`config.mk`:
```
export PLATFORM = sky130hd
export DESIGN_NAME = sac_top
export DESIGN_NICKNAME = d
export VERILOG_FILES = /design/src/hw/sac_pkg.sv /design/src/hw/sac_edge_detect.sv /design/src/hw/sac_regs.sv /design/src/hw/sac_top.sv
export VERILOG_INCLUDE_DIRS = /design/src /design/src/hw
export SDC_FILE = /design/constraint.sdc
export NUM_CORES = 1
export LEC_CHECK = 0
export BUFFER_PORTS_ARGS = -buffer_cell sky130_fd_sc_hd__buf_2
export CAP_MARGIN = 10
export CORE_ASPECT_RATIO = 0.5
export CORE_MARGIN = 5
export CORE_UTILIZATION = 40
export CTS_CLUSTER_SIZE = 8
export DETAILED_ROUTE_END_ITERATION = 10
export MAX_ROUTING_LAYER = met4
export SETUP_SLACK_MARGIN = 0.3
export SYNTH_ARGS = -nofsm -noshare
export SYNTH_HDL_FRONTEND = slang
export SYNTH_SLANG_ARGS = --single-unit
```
`constraint.sdc`:
```
create_clock -name sys_clk_i -period 2.03 [get_ports sys_clk_i]
set_input_delay 0.1015 -clock sys_clk_i [delete_from_list [all_inputs] [get_ports sys_clk_i]]
set_output_delay 0.1015 -clock sys_clk_i [all_outputs]
set_load 0.02 [all_outputs]
```
`src/hw/sac_defs.svh`:
```
`ifndef SAC_DEFS_SVH
`define SAC_DEFS_SVH

// register map, index on the 2-bit register address
`define SAC_ADDR_W        2
`define SAC_DATA_W        8
`define SAC_CTRL_OFF      2'h0
`define SAC_STATUS_OFF    2'h1
`define SAC_RESULT_OFF    2'h2

// control fields and reset values
`define SAC_CTRL_TWIN_BIT 0
`define SAC_CTRL_RST      1'h1

// status fields
`define SAC_ST_BUSY_BIT   0
`define SAC_ST_MODE_BIT   1
`define SAC_ST_PICK_BIT   2
`define SAC_ST_TWIN_BIT   3
`define SAC_ST_DONE_BIT   4

// serial sequence counts
`define SAC_RES_W         8
`define SAC_MSB_IDX       3'h7
`define SAC_LSB_FIRST     3'h1
`define SAC_LSB_LAST      3'h7
`define SAC_ADDR_LAST     1'h1
`define SAC_MSB_COUNT     4'h8
`define SAC_TRIAL_FIRST   8'h80

`endif

```
`src/hw/sac_pkg.sv`:
```
`default_nettype none

package sac_pkg;

    typedef enum logic [5:0] {
        st_idle   = 6'b000001,
        st_addr   = 6'b000010,
        st_settle = 6'b000100,
        st_msb    = 6'b001000,
        st_lsb    = 6'b010000,
        st_done   = 6'b100000
    } sac_state_type;

    typedef logic [7:0] sac_byte_type;

endpackage

`default_nettype wire

```
`src/hw/sac_edge_detect.sv`:
```
`timescale 1ns/100ps
`default_nettype none

module sac_edge_detect (
    input  wire logic sys_clk_i,
    input  wire logic rst_i,
    input  wire logic level_i,
    output logic      rise_o,
    output logic      fall_o
);

    logic level_q;

    // level is synchronous to sys_clk, so no synchroniser stage needed
    always_ff @(posedge sys_clk_i) begin
        if (rst_i) begin
            level_q <= 1'b0;
        end else begin
            level_q <= level_i;
        end
    end

    assign rise_o = level_i & ~level_q;
    assign fall_o = ~level_i & level_q;

endmodule

`default_nettype wire

```
`src/hw/sac_regs.sv`:
```
`timescale 1ns/100ps
`default_nettype none
`include "sac_defs.svh"

module sac_regs (
    input  wire logic                     sys_clk_i,
    input  wire logic                     rst_i,
    input  wire logic [`SAC_ADDR_W-1:0]   reg_addr_i,
    input  wire logic [`SAC_DATA_W-1:0]   reg_wdata_i,
    input  wire logic                     reg_wr_i,
    input  wire logic                     reg_rd_i,
    input  wire sac_pkg::sac_byte_type    status_i,
    input  wire sac_pkg::sac_byte_type    result_i,
    output logic                          twin_o,
    output sac_pkg::sac_byte_type         reg_rdata_o
);
    import sac_pkg::*;

    logic         twin;
    sac_byte_type next_rdata;
    wire          hit_ctrl   = (reg_addr_i == `SAC_CTRL_OFF);
    wire          hit_status = (reg_addr_i == `SAC_STATUS_OFF);
    wire          hit_result = (reg_addr_i == `SAC_RESULT_OFF);

    // unmapped offsets read as zero, writes to them are dropped
    always_comb begin
        if (!reg_rd_i) begin
            next_rdata = 8'h00;
        end else if (hit_ctrl) begin
            next_rdata = {7'h00, twin};
        end else if (hit_status) begin
            next_rdata = status_i;
        end else if (hit_result) begin
            next_rdata = result_i;
        end else begin
            next_rdata = 8'h00;
        end
    end

    always_ff @(posedge sys_clk_i) begin
        if (rst_i) begin
            twin        <= `SAC_CTRL_RST;
            reg_rdata_o <= 8'h00;
        end else begin
            if (reg_wr_i && hit_ctrl) begin
                twin <= reg_wdata_i[`SAC_CTRL_TWIN_BIT];
            end
            reg_rdata_o <= next_rdata;
        end
    end

    assign twin_o = twin;

endmodule

`default_nettype wire

```
`src/hw/sac_top.sv`:
```
// Function
// - select low enables all converter logic and opens a conversion
// - one settling period after start, output leaves high-z driving low
// - each decided result bit appears on output as resolved, msb first
// - conversion ends after eight periods, one result bit each
// - select high clears the sequencer registers and floats the output; result_hold, the done flag and the control register are kept
// - each serial clock rise after the start bit while addressing samples the data input into the address register
// - low input levels before start are ignored; first high is start bit
// - twin variant: two-bit word follows start, mode bit then channel pick
// - start bit reaching start position selects channel and starts converting
// - data input ignored from conversion start until select rises
// - twin variant repeats the result lsb first after the msb stream
// - input sampled only while addressing, output still high-z
// - differential mode: channel pick chooses which channel is positive
// - single-ended mode: channel pick chooses channel, measured against ground
// - single-channel variant skips addressing and converts right after start
// - positive input below negative gives an all-zero result
//
// Added by the designer: strobed register access and the placing of the registers.
`timescale 1ns/100ps
`default_nettype none
`include "sac_defs.svh"

module sac_top (
    input  wire logic                     sys_clk_i,
    input  wire logic                     rst_i,
    input  wire logic                     select_n_i,
    input  wire logic                     serial_clk_i,
    input  wire logic                     serial_address_in_i,
    input  wire logic                     comparator_i,
    output logic                          data_o,
    output logic                          data_oe_o,
    output sac_pkg::sac_byte_type         approximation_register_o,
    output logic                          channel_one_positive_o,
    output logic                          single_ended_o,
    output logic                          converting_o,
    input  wire logic [`SAC_ADDR_W-1:0]   reg_addr_i,
    input  wire logic [`SAC_DATA_W-1:0]   reg_wdata_i,
    input  wire logic                     reg_wr_i,
    input  wire logic                     reg_rd_i,
    output sac_pkg::sac_byte_type         reg_rdata_o
);
    import sac_pkg::*;

    sac_state_type state;
    sac_byte_type  approximation_register;
    sac_byte_type  result_hold;
    logic [2:0]    bit_idx;
    logic [1:0]    addr_sr;
    logic          addr_cnt;
    logic          input_mode_select;
    logic          channel_pick;
    logic          twin_latched;
    logic          data_bit;
    logic          data_oe;
    logic          done_flag;
    logic          twin_cfg;
    logic          sclk_rise;
    logic          sclk_fall;
    logic [3:0]    msb_falls;
    sac_byte_type  status_word;

    // select low is the master enable; high forces the sequencer back but keeps result, done flag and control register
    wire active      = ~select_n_i;
    wire rise_act    = active & sclk_rise;
    wire fall_act    = active & sclk_fall;
    // input is looked at only before conversion starts
    wire addressing  = (state == st_idle) | (state == st_addr);
    wire start_seen  = rise_act & (state == st_idle) & serial_address_in_i;
    wire addr_done   = rise_act & (state == st_addr) & (addr_cnt == `SAC_ADDR_LAST);
    wire msb_last    = (bit_idx == 3'h0);
    wire lsb_last    = (bit_idx == `SAC_LSB_LAST);
    wire [2:0] idx_dn = bit_idx - 3'h1;
    wire [2:0] idx_up = bit_idx + 3'h1;
    // comparator stays low when positive input is below negative, so every
    // trial bit is rejected and the code ends as all zeros
    wire decided_bit = comparator_i;

    sac_edge_detect u_sclk_edge (
        .sys_clk_i (sys_clk_i),
        .rst_i     (rst_i),
        .level_i   (serial_clk_i),
        .rise_o    (sclk_rise),
        .fall_o    (sclk_fall)
    );

    assign status_word = {3'h0, done_flag, twin_latched, channel_pick,
                          input_mode_select, ~(state == st_idle)};

    sac_regs u_regs (
        .sys_clk_i   (sys_clk_i),
        .rst_i       (rst_i),
        .reg_addr_i  (reg_addr_i),
        .reg_wdata_i (reg_wdata_i),
        .reg_wr_i    (reg_wr_i),
        .reg_rd_i    (reg_rd_i),
        .status_i    (status_word),
        .result_i    (result_hold),
        .twin_o      (twin_cfg),
        .reg_rdata_o (reg_rdata_o)
    );

    // sequencer: addressing on serial clock rises, output on falls
    always_ff @(posedge sys_clk_i) begin
        if (rst_i || !active) begin
            // early release lands here too and aborts the conversion
            state                  <= st_idle;
            approximation_register <= 8'h00;
            bit_idx                <= 3'h0;
            addr_sr                <= 2'h0;
            addr_cnt               <= 1'h0;
            input_mode_select      <= 1'b0;
            channel_pick           <= 1'b0;
            twin_latched           <= 1'b0;
            data_bit               <= 1'b0;
            data_oe                <= 1'b0;
        end else begin
            case (state)
                st_idle: begin
                    if (start_seen) begin
                        twin_latched <= twin_cfg;
                        addr_cnt     <= 1'h0;
                        // single channel: fixed polarity, no address word
                        state <= twin_cfg ? st_addr : st_settle;
                    end
                end
                st_addr: begin
                    if (rise_act) begin
                        addr_sr  <= {addr_sr[0], serial_address_in_i};
                        addr_cnt <= addr_cnt + 1'h1;
                    end
                    if (addr_done) begin
                        // first bit in is mode, second is channel pick
                        input_mode_select <= addr_sr[0];
                        channel_pick      <= serial_address_in_i;
                        state             <= st_settle;
                    end
                end
                st_settle: begin
                    if (fall_act) begin
                        data_oe                <= 1'b1;
                        data_bit               <= 1'b0;
                        approximation_register <= `SAC_TRIAL_FIRST;
                        bit_idx                <= `SAC_MSB_IDX;
                        state                  <= st_msb;
                    end
                end
                st_msb: begin
                    // data input is not shifted any more from here on
                    if (fall_act) begin
                        approximation_register[bit_idx] <= decided_bit;
                        data_bit <= decided_bit;
                        if (msb_last) begin
                            // eighth decision closes the conversion
                            bit_idx <= `SAC_LSB_FIRST;
                            state   <= twin_latched ? st_lsb : st_done;
                        end else begin
                            approximation_register[idx_dn] <= 1'b1;
                            bit_idx <= idx_dn;
                        end
                    end
                end
                st_lsb: begin
                    // lsb itself was the last msb-first bit, so echo starts at bit 1
                    if (fall_act) begin
                        data_bit <= approximation_register[bit_idx];
                        bit_idx  <= idx_up;
                        if (lsb_last) begin
                            state <= st_done;
                        end
                    end
                end
                st_done: begin
                    if (fall_act) begin
                        data_bit <= 1'b0;
                    end
                end
                default: begin
                    state <= st_idle;
                end
            endcase
        end
    end

    // result and done flag survive select high so software can read them
    always_ff @(posedge sys_clk_i) begin
        if (rst_i) begin
            result_hold <= 8'h00;
            done_flag   <= 1'b0;
        end else if (start_seen) begin
            done_flag <= 1'b0;
        end else if (fall_act && state == st_msb && msb_last) begin
            result_hold <= {approximation_register[7:1], decided_bit};
            done_flag   <= 1'b1;
        end
    end

    // mux steering for the analog front end
    wire pick_eff = twin_latched & channel_pick;
    assign channel_one_positive_o   = pick_eff;
    assign single_ended_o           = twin_latched & input_mode_select;
    assign converting_o             = (state == st_settle) | (state == st_msb);
    assign approximation_register_o = approximation_register;
    assign data_o                   = data_bit;
    assign data_oe_o                = data_oe;

    // helper for counting result decisions
    always_ff @(posedge sys_clk_i) begin
        if (rst_i || state == st_settle) begin
            msb_falls <= 4'h0;
        end else if (fall_act && state == st_msb) begin
            msb_falls <= msb_falls + 4'h1;
        end
    end
endmodule

`default_nettype wire

```
-- Word level (Yosys, flattened, before mapping)
Index checks and enable logic that the tools add are counted.
- add/subtract/negate cells: 3
- multiply operators: 0
- divide/modulo/power cells: 0
- magnitude comparators: 4
- equal/unequal tests: 18
- shift operators: 0
- muxes and demuxes: 36
- bitwise operators: 20
- reductions and logical operators: 27
- operators with widths (operator ; count):
    6-bit 2-to-1 mux ; 8
    6-bit one-hot mux with 6 select lines ; 1
    8-bit 2-to-1 mux ; 3
    2-bit inequality test (second input constant) ; 8
    8-bit one-hot mux with 2 select lines ; 1
    3-bit 2-to-1 mux ; 5
    1-bit AND ; 10
    5-bit 2-to-1 mux ; 2
    2-bit AND reduction ; 5
    1-bit 2-to-1 mux ; 9
    3-bit one-hot mux with 3 select lines ; 1
    8-bit bitwise mux ; 1
    3-bit by 4-bit less-than comparator with 1-bit output (second input constant) ; 2
    1-bit inverter ; 8
    8-bit bitwise OR ; 1
    4-bit AND reduction ; 2
    8-bit AND reduction ; 1
    1-bit demux with 3-bit select ; 2
    6-bit by 1-bit == test with 1-bit output (second input constant) ; 1
    6-bit by 2-bit == test with 1-bit output (second input constant) ; 1
    6-bit by 3-bit == test with 1-bit output (second input constant) ; 1
    6-bit by 4-bit == test with 1-bit output (second input constant) ; 1
    6-bit by 5-bit == test with 1-bit output (second input constant) ; 1
    6-bit == test (second input constant) ; 1
    22 further kinds ; 32
- register bits: 43
- bits in latches: 0
- RAM bits: 0
- bits in read-only memories: 0
- input bits: 18
- output and inout port bits: 21
- logic and storage cells: 125
- memories: 0

-- Longest topological paths before layout
- depth after elaboration: 9
- depth in mapped cells: 8
- gate-level depth less buffers: 7

-- Modules after synthesis
Synthesis repeated with hierarchy kept, for this count alone.
- cell total of the unflattened synthesis: 283
- area, all modules: 2427.3 µm²
- modules (own cells, without submodules) (module ; times used ; cells an instance ; area an instance (µm²) ; sequential area each (µm²)):
    sac_top ; 1 ; 242 ; 1979.4 ; 660.6
    sac_regs ; 1 ; 37 ; 409.1 ; 180.2
    sac_edge_detect ; 1 ; 4 ; 38.8 ; 20.0

-- Least setup slack after synthesis
OpenSTA, ideal clock, no wires.
- path kind: register to register
- from: register state[4]
- to: register approximation_register[4] (netlist: approximation_register_o[4])
- library setup time: 0.128 ns
- arrival time: 1.818 ns
- required time: 1.902 ns
- slack: 0.084 ns
- stages on the path, launching flop included: 7
- path buffers: 1
- period minus slack after synthesis: 1.946 ns
- path through: dfxtp_1 buf_6 or3_4 nor3_1 nand2_1 o21ai_0 a21oi_1
- word-level cells in the longest chain between the ends: 3
- elaborated cells on any way between the ends: 7
- classes of those cells: 4 x eq/ne; 1 x mux; 2 x reduce/logical
- ends and longest elaborated chain (element ; line ; RTL):
    from (decl) ; sac_top.sv:45 ; sac_state_type state;
    from (signal assigned) ; sac_top.sv:107 ; state <= st_idle;
    from (signal assigned) ; sac_top.sv:124 ; state <= twin_cfg ? st_addr : st_settle;
    from (signal assigned) ; sac_top.sv:136 ; state <= st_settle;
    6-bit by 3-bit == test with 1-bit output / 6-bit by 4-bit == test with 1-bit output (equally long branches) ; sac_top.sv:118 ; case (state)
    2-bit inequality test (no source line) / 2-bit nonzero test (equally long branches) ; n/a ;
    3-bit AND reduction (no source line) ; n/a ;
    to (signal assigned) ; sac_top.sv:143 ; approximation_register <= `SAC_TRIAL_FIRST;
    to (signal, indexed assignment) ; sac_top.sv:151 ; approximation_register[bit_idx] <= decided_bit;
    to (decl) ; sac_top.sv:46 ; sac_byte_type approximation_register;
Parallel ways exist; a longest one is shown, timed or not.
A chain may end at the register's enable or synchronous reset.

-- Worst setup path in the final report
- from: register u_sclk_edge.level_q
- to: register state[2]
- word-level cells in the longest chain between the ends: 7
- elaborated cells on any way between the ends: 15
- classes of those cells: 5 x eq/ne; 9 x bitwise; 1 x reduce/logical
- ends and longest elaborated chain (element ; line ; RTL):
    from (decl) ; sac_edge_detect.sv:12 ; logic level_q;
    from (signal assigned) ; sac_edge_detect.sv:19 ; level_q <= level_i;
    1-bit inverter ; sac_edge_detect.sv:23 ; assign rise_o = level_i & ~level_q;
    1-bit AND ; sac_edge_detect.sv:23 ;
    1-bit AND ; sac_top.sv:65 ; wire rise_act = active & sclk_rise;
    1-bit AND (on tied branches) (2 in series) ; sac_top.sv:70, sac_top.sv:69 ;
    2-bit inequality test (no source line) ; n/a ;
    8-bit AND reduction (no source line) (*) ; n/a ;
Every way passes the cells marked *; elsewhere a longest branch is shown, timed or not.

==> summary.md <==
| Metric | Value |
|---|---|
| Run status | completed |
| Distinct cells, synth | 56 |
| Core ar. | 5560 sq um |
| Synthesized net count | 294 |
| Yosys warning total | 0 |
| Critical Path, Cell by Cell | nor3b_1 > buf_4 > and2_2 > o221ai_4 > o311a_1 |
| Critical path capture point type | register |
| Largest net degree at the start of global routing | 20 |
| Post-CTS Hold Fix Bufs | 0 |
| Worst slew pin tran | 0.595 ns |
| Clock Sinks | 43 |
| Final Cycle Share | 0.831 |
| Mapped Cells | 272 |
| LEAKAGE | 1.15 nW |
| HP Class | in -> reg |
| Die Width | 118 um |
| Async set-or-reset flop fraction in the synthesized netlist | 0 |
| DIE AREA | 7550 sq um |
| Vias per cell | 5.62 |
| Routed WL per cell | 16.3 um |
| Starting density of the core | 0.419 |
| Vias | 2,151 |
| Row count | 19 |
| First-pass DRT Iterations | 4 |
| Tot GR Track Use | 0.174 |
| Clock Skew | 0.00625 ns |
| Fillers | 552 |
| Reg clk slew, reported paths | 0.06 ns |
| Max Fclk | 593 MHz |
| Cell Area, Synth | 2330 sq um |
| Met1 Use GR | 0.222 |
| Main synth FF type | dfxtp_1 |
| Worst slew margin | 0.602 |
| Hold WS | 0.0269 ns |
| ANT cells | 0 |
| Final hold violations | 0 |
| TritonCTS clock tree | done |
| Die Y | 64.0 um |
| Synth-to-Final Area Change | 23.2% |
| Register area | 876 sq um |
| Drt first-iter violations | 114 |
| Synth Area per Inst | 8.58 sq um |
| Worst Path Required | 2.21 ns |
| Power Dens Cells | 647 nW/um^2 |
| Layout Cells excl Fill | 383 |
| Sequential share of the synthesized area | 0.369 |
| Area occupied by multi-input gates | 1460 sq um |
| Final ANT Viol Nets | 0 |
| Post-layout net count | 331 |
| Detailed Place HPWL | 4620 um |
| Worst path max stage delay | 0.37 ns |
| VDD IR max | 0.000487 V |
| Placed cell count | 370 |
| Met2 Track Usage GR | 0.287 |
| DRC viols | 0 |
| GRT overflow | 0 |
| Max_cap viols | 0 |
| Top Usage Layer GRT | met2 |
| CTS H-tree depth | 2 |
| Final setup violation count | 0 |
| GR Util met3 | 0.0370 |
| Post-layout util | 0.517 |
| Clock Path Buffers | 2 |
| WS Path Type | reg -> reg |
| Final Max Tran Viols | 0 |
| RSZ-0062 raised after global routing | yes |
| Final GP Congestion | 0.898 |
| Clk root buf | clkbuf_16 |
| IO Count | 39 |
| Post-synth EDFFs | 0 |
| CP arrival | 1.86 ns |
| Drt total wl | 6260 um |
| Fraction of layout cells with a size suffix above 1 | 0.277 |
| Vias in the first global route | 2,160 |
| Startpoint types | register |
| CP max FO | 6 |
| CP top delay family | simple AND/OR/NAND/NOR gates |
| Crit path buf inv count | 1 |
| Seq cells post-synth | 43 |
| CP max stage cell | o311a_1 |
| Port Buffers | 31 |
| Pre-CTS WS | 0.200 ns |
| Setup TNS | 0 ns |
| TritonCTS buffer count | 5 |
| Initial antenna violation count | 0 |
| Later-pin clock latency in the skew report | 0.29 ns |
| Tmin final | 1.69 ns |
| Final worst setup slack | 0.344 ns |
| First-pass GRT wire length | 10,600 um |
==> registers in the layout, summed over array words and instances (netlist names), 3 cells and up <==
register                  count
u_regs.reg_rdata_o            8
result_hold                   8
bit_idx                       3
state                         6
approximation_register_o      8
==> cells by family after synthesis <==
family                     count (synthesis)  synth area share
muxes                                     15            0.0697
xor gates and xnor gates                   3            0.0113
and+or+nand+nor                          116             0.287
AOI/OAI and AO/OA                         71             0.197
buffers and inverters                     20            0.0445
DFF                                       43             0.369
adders and majority gates                  4            0.0214
==> worst paths after layout <==
kind / from / to / slack, ns / cells past startpoint
worst min-delay path: reg_wdata_i[0] / u_regs.twin_o / 0.03 / 2
worst max-delay path: u_sclk_edge.level_q / state[2] / 0.34 / 5
worst max register to register: u_sclk_edge.level_q / state[2] / 0.34 / 5
worst min register to register: done_flag / done_flag / 0.48 / 2
==> synth_stat cells, types with 4 or more instances <==
| cell type | instances | share of area |
|---|---|---|
| mux2i_1 | 14 | 0.060 |
| nor2b_1 | 10 | 0.027 |
| buf_2 | 5 | 0.011 |
| a21oi_1 | 20 | 0.043 |
| nor3b_1 | 7 | 0.023 |
| nand2_1 | 16 | 0.026 |
| nand3_1 | 8 | 0.017 |
| and3_1 | 8 | 0.021 |
| a22oi_1 | 7 | 0.023 |
| a31oi_1 | 4 | 0.011 |
| and2_1 | 5 | 0.013 |
| nor3_1 | 7 | 0.015 |
| ha_1 | 4 | 0.021 |
| nor2_1 | 31 | 0.050 |
| dfxtp_1 | 43 | 0.37 |
| o21ai_0 | 17 | 0.036 |
| clkbuf_1 | 8 | 0.013 |
==> layout make-up <==
| cell class | instances | area share |
|---|---|---|
| Clock buffer | 7 | 0.0531 |
| Clock inverter | 1 | 0.00261 |
| Inverter | 3 | 0.00392 |
| Multi-Input combinational cell | 209 | 0.508 |
| Sequential cell | 43 | 0.305 |
| Tap cell | 73 | 0.0318 |
| Timing Repair Buffer | 47 | 0.0957 |
==> cell usage in the layout, fill, tap and decap left out, drive strengths merged, types with 2 or more instances in the layout <==
cell type  count
o2bb2ai        3
o21bai         2
nor3b          7
nand4b         2
or3b           2
nand3          9
and3           8
a22oi          7
buf           47
and2           5
xnor2          2
nor2          32
a31oi          4
nand4          2
dfxtp         43
ha             4
nand3b         2
o21ai         19
or3            2
o22ai          2
inv            3
o21a           3
clkbuf         7
nor2b         10
a21oi         20
nand2         16
nand2b         3
nor4           4
nor3           8
o221ai         3
mux2i         14
==> metal layers <==
layer | up-vias | share of wire
li1 | 1065 | -
met1 | 1027 | 0.47
met2 | 50 | 0.46
met3 | 9 | 0.052
met4 | 0 | 0.012
met5 | - | 0
==> metrics by stage <==
step	cell area, sq um	power (mW)
floorplan	2350	0.974
global placement	2580	1.01
detailed placement	2580	1.01
CTS	2810	1.86
global route	2880	1.92
finish	2880	1.86
==> timing repair <==
item                                   CTS  global route
setup endpoints to repair               23            19
pin swaps                                1             3
gates resized for setup                 13            16
setup buffers                            2             3
endpoints found under the hold margin    0             0
==> where the power goes <==
| group | leakage (nW) | internal (mW) | switching [mW] |
|---|---|---|---|
| logic | 0.718 | 0.0654 | 0.0820 |
| registers | 0.351 | 0.848 | 0.0148 |
| clock network | 0.0761 | 0.523 | 0.327 |
| total | 1.15 | 1.44 | 0.424 |
(Power assumes the default switching activity.)
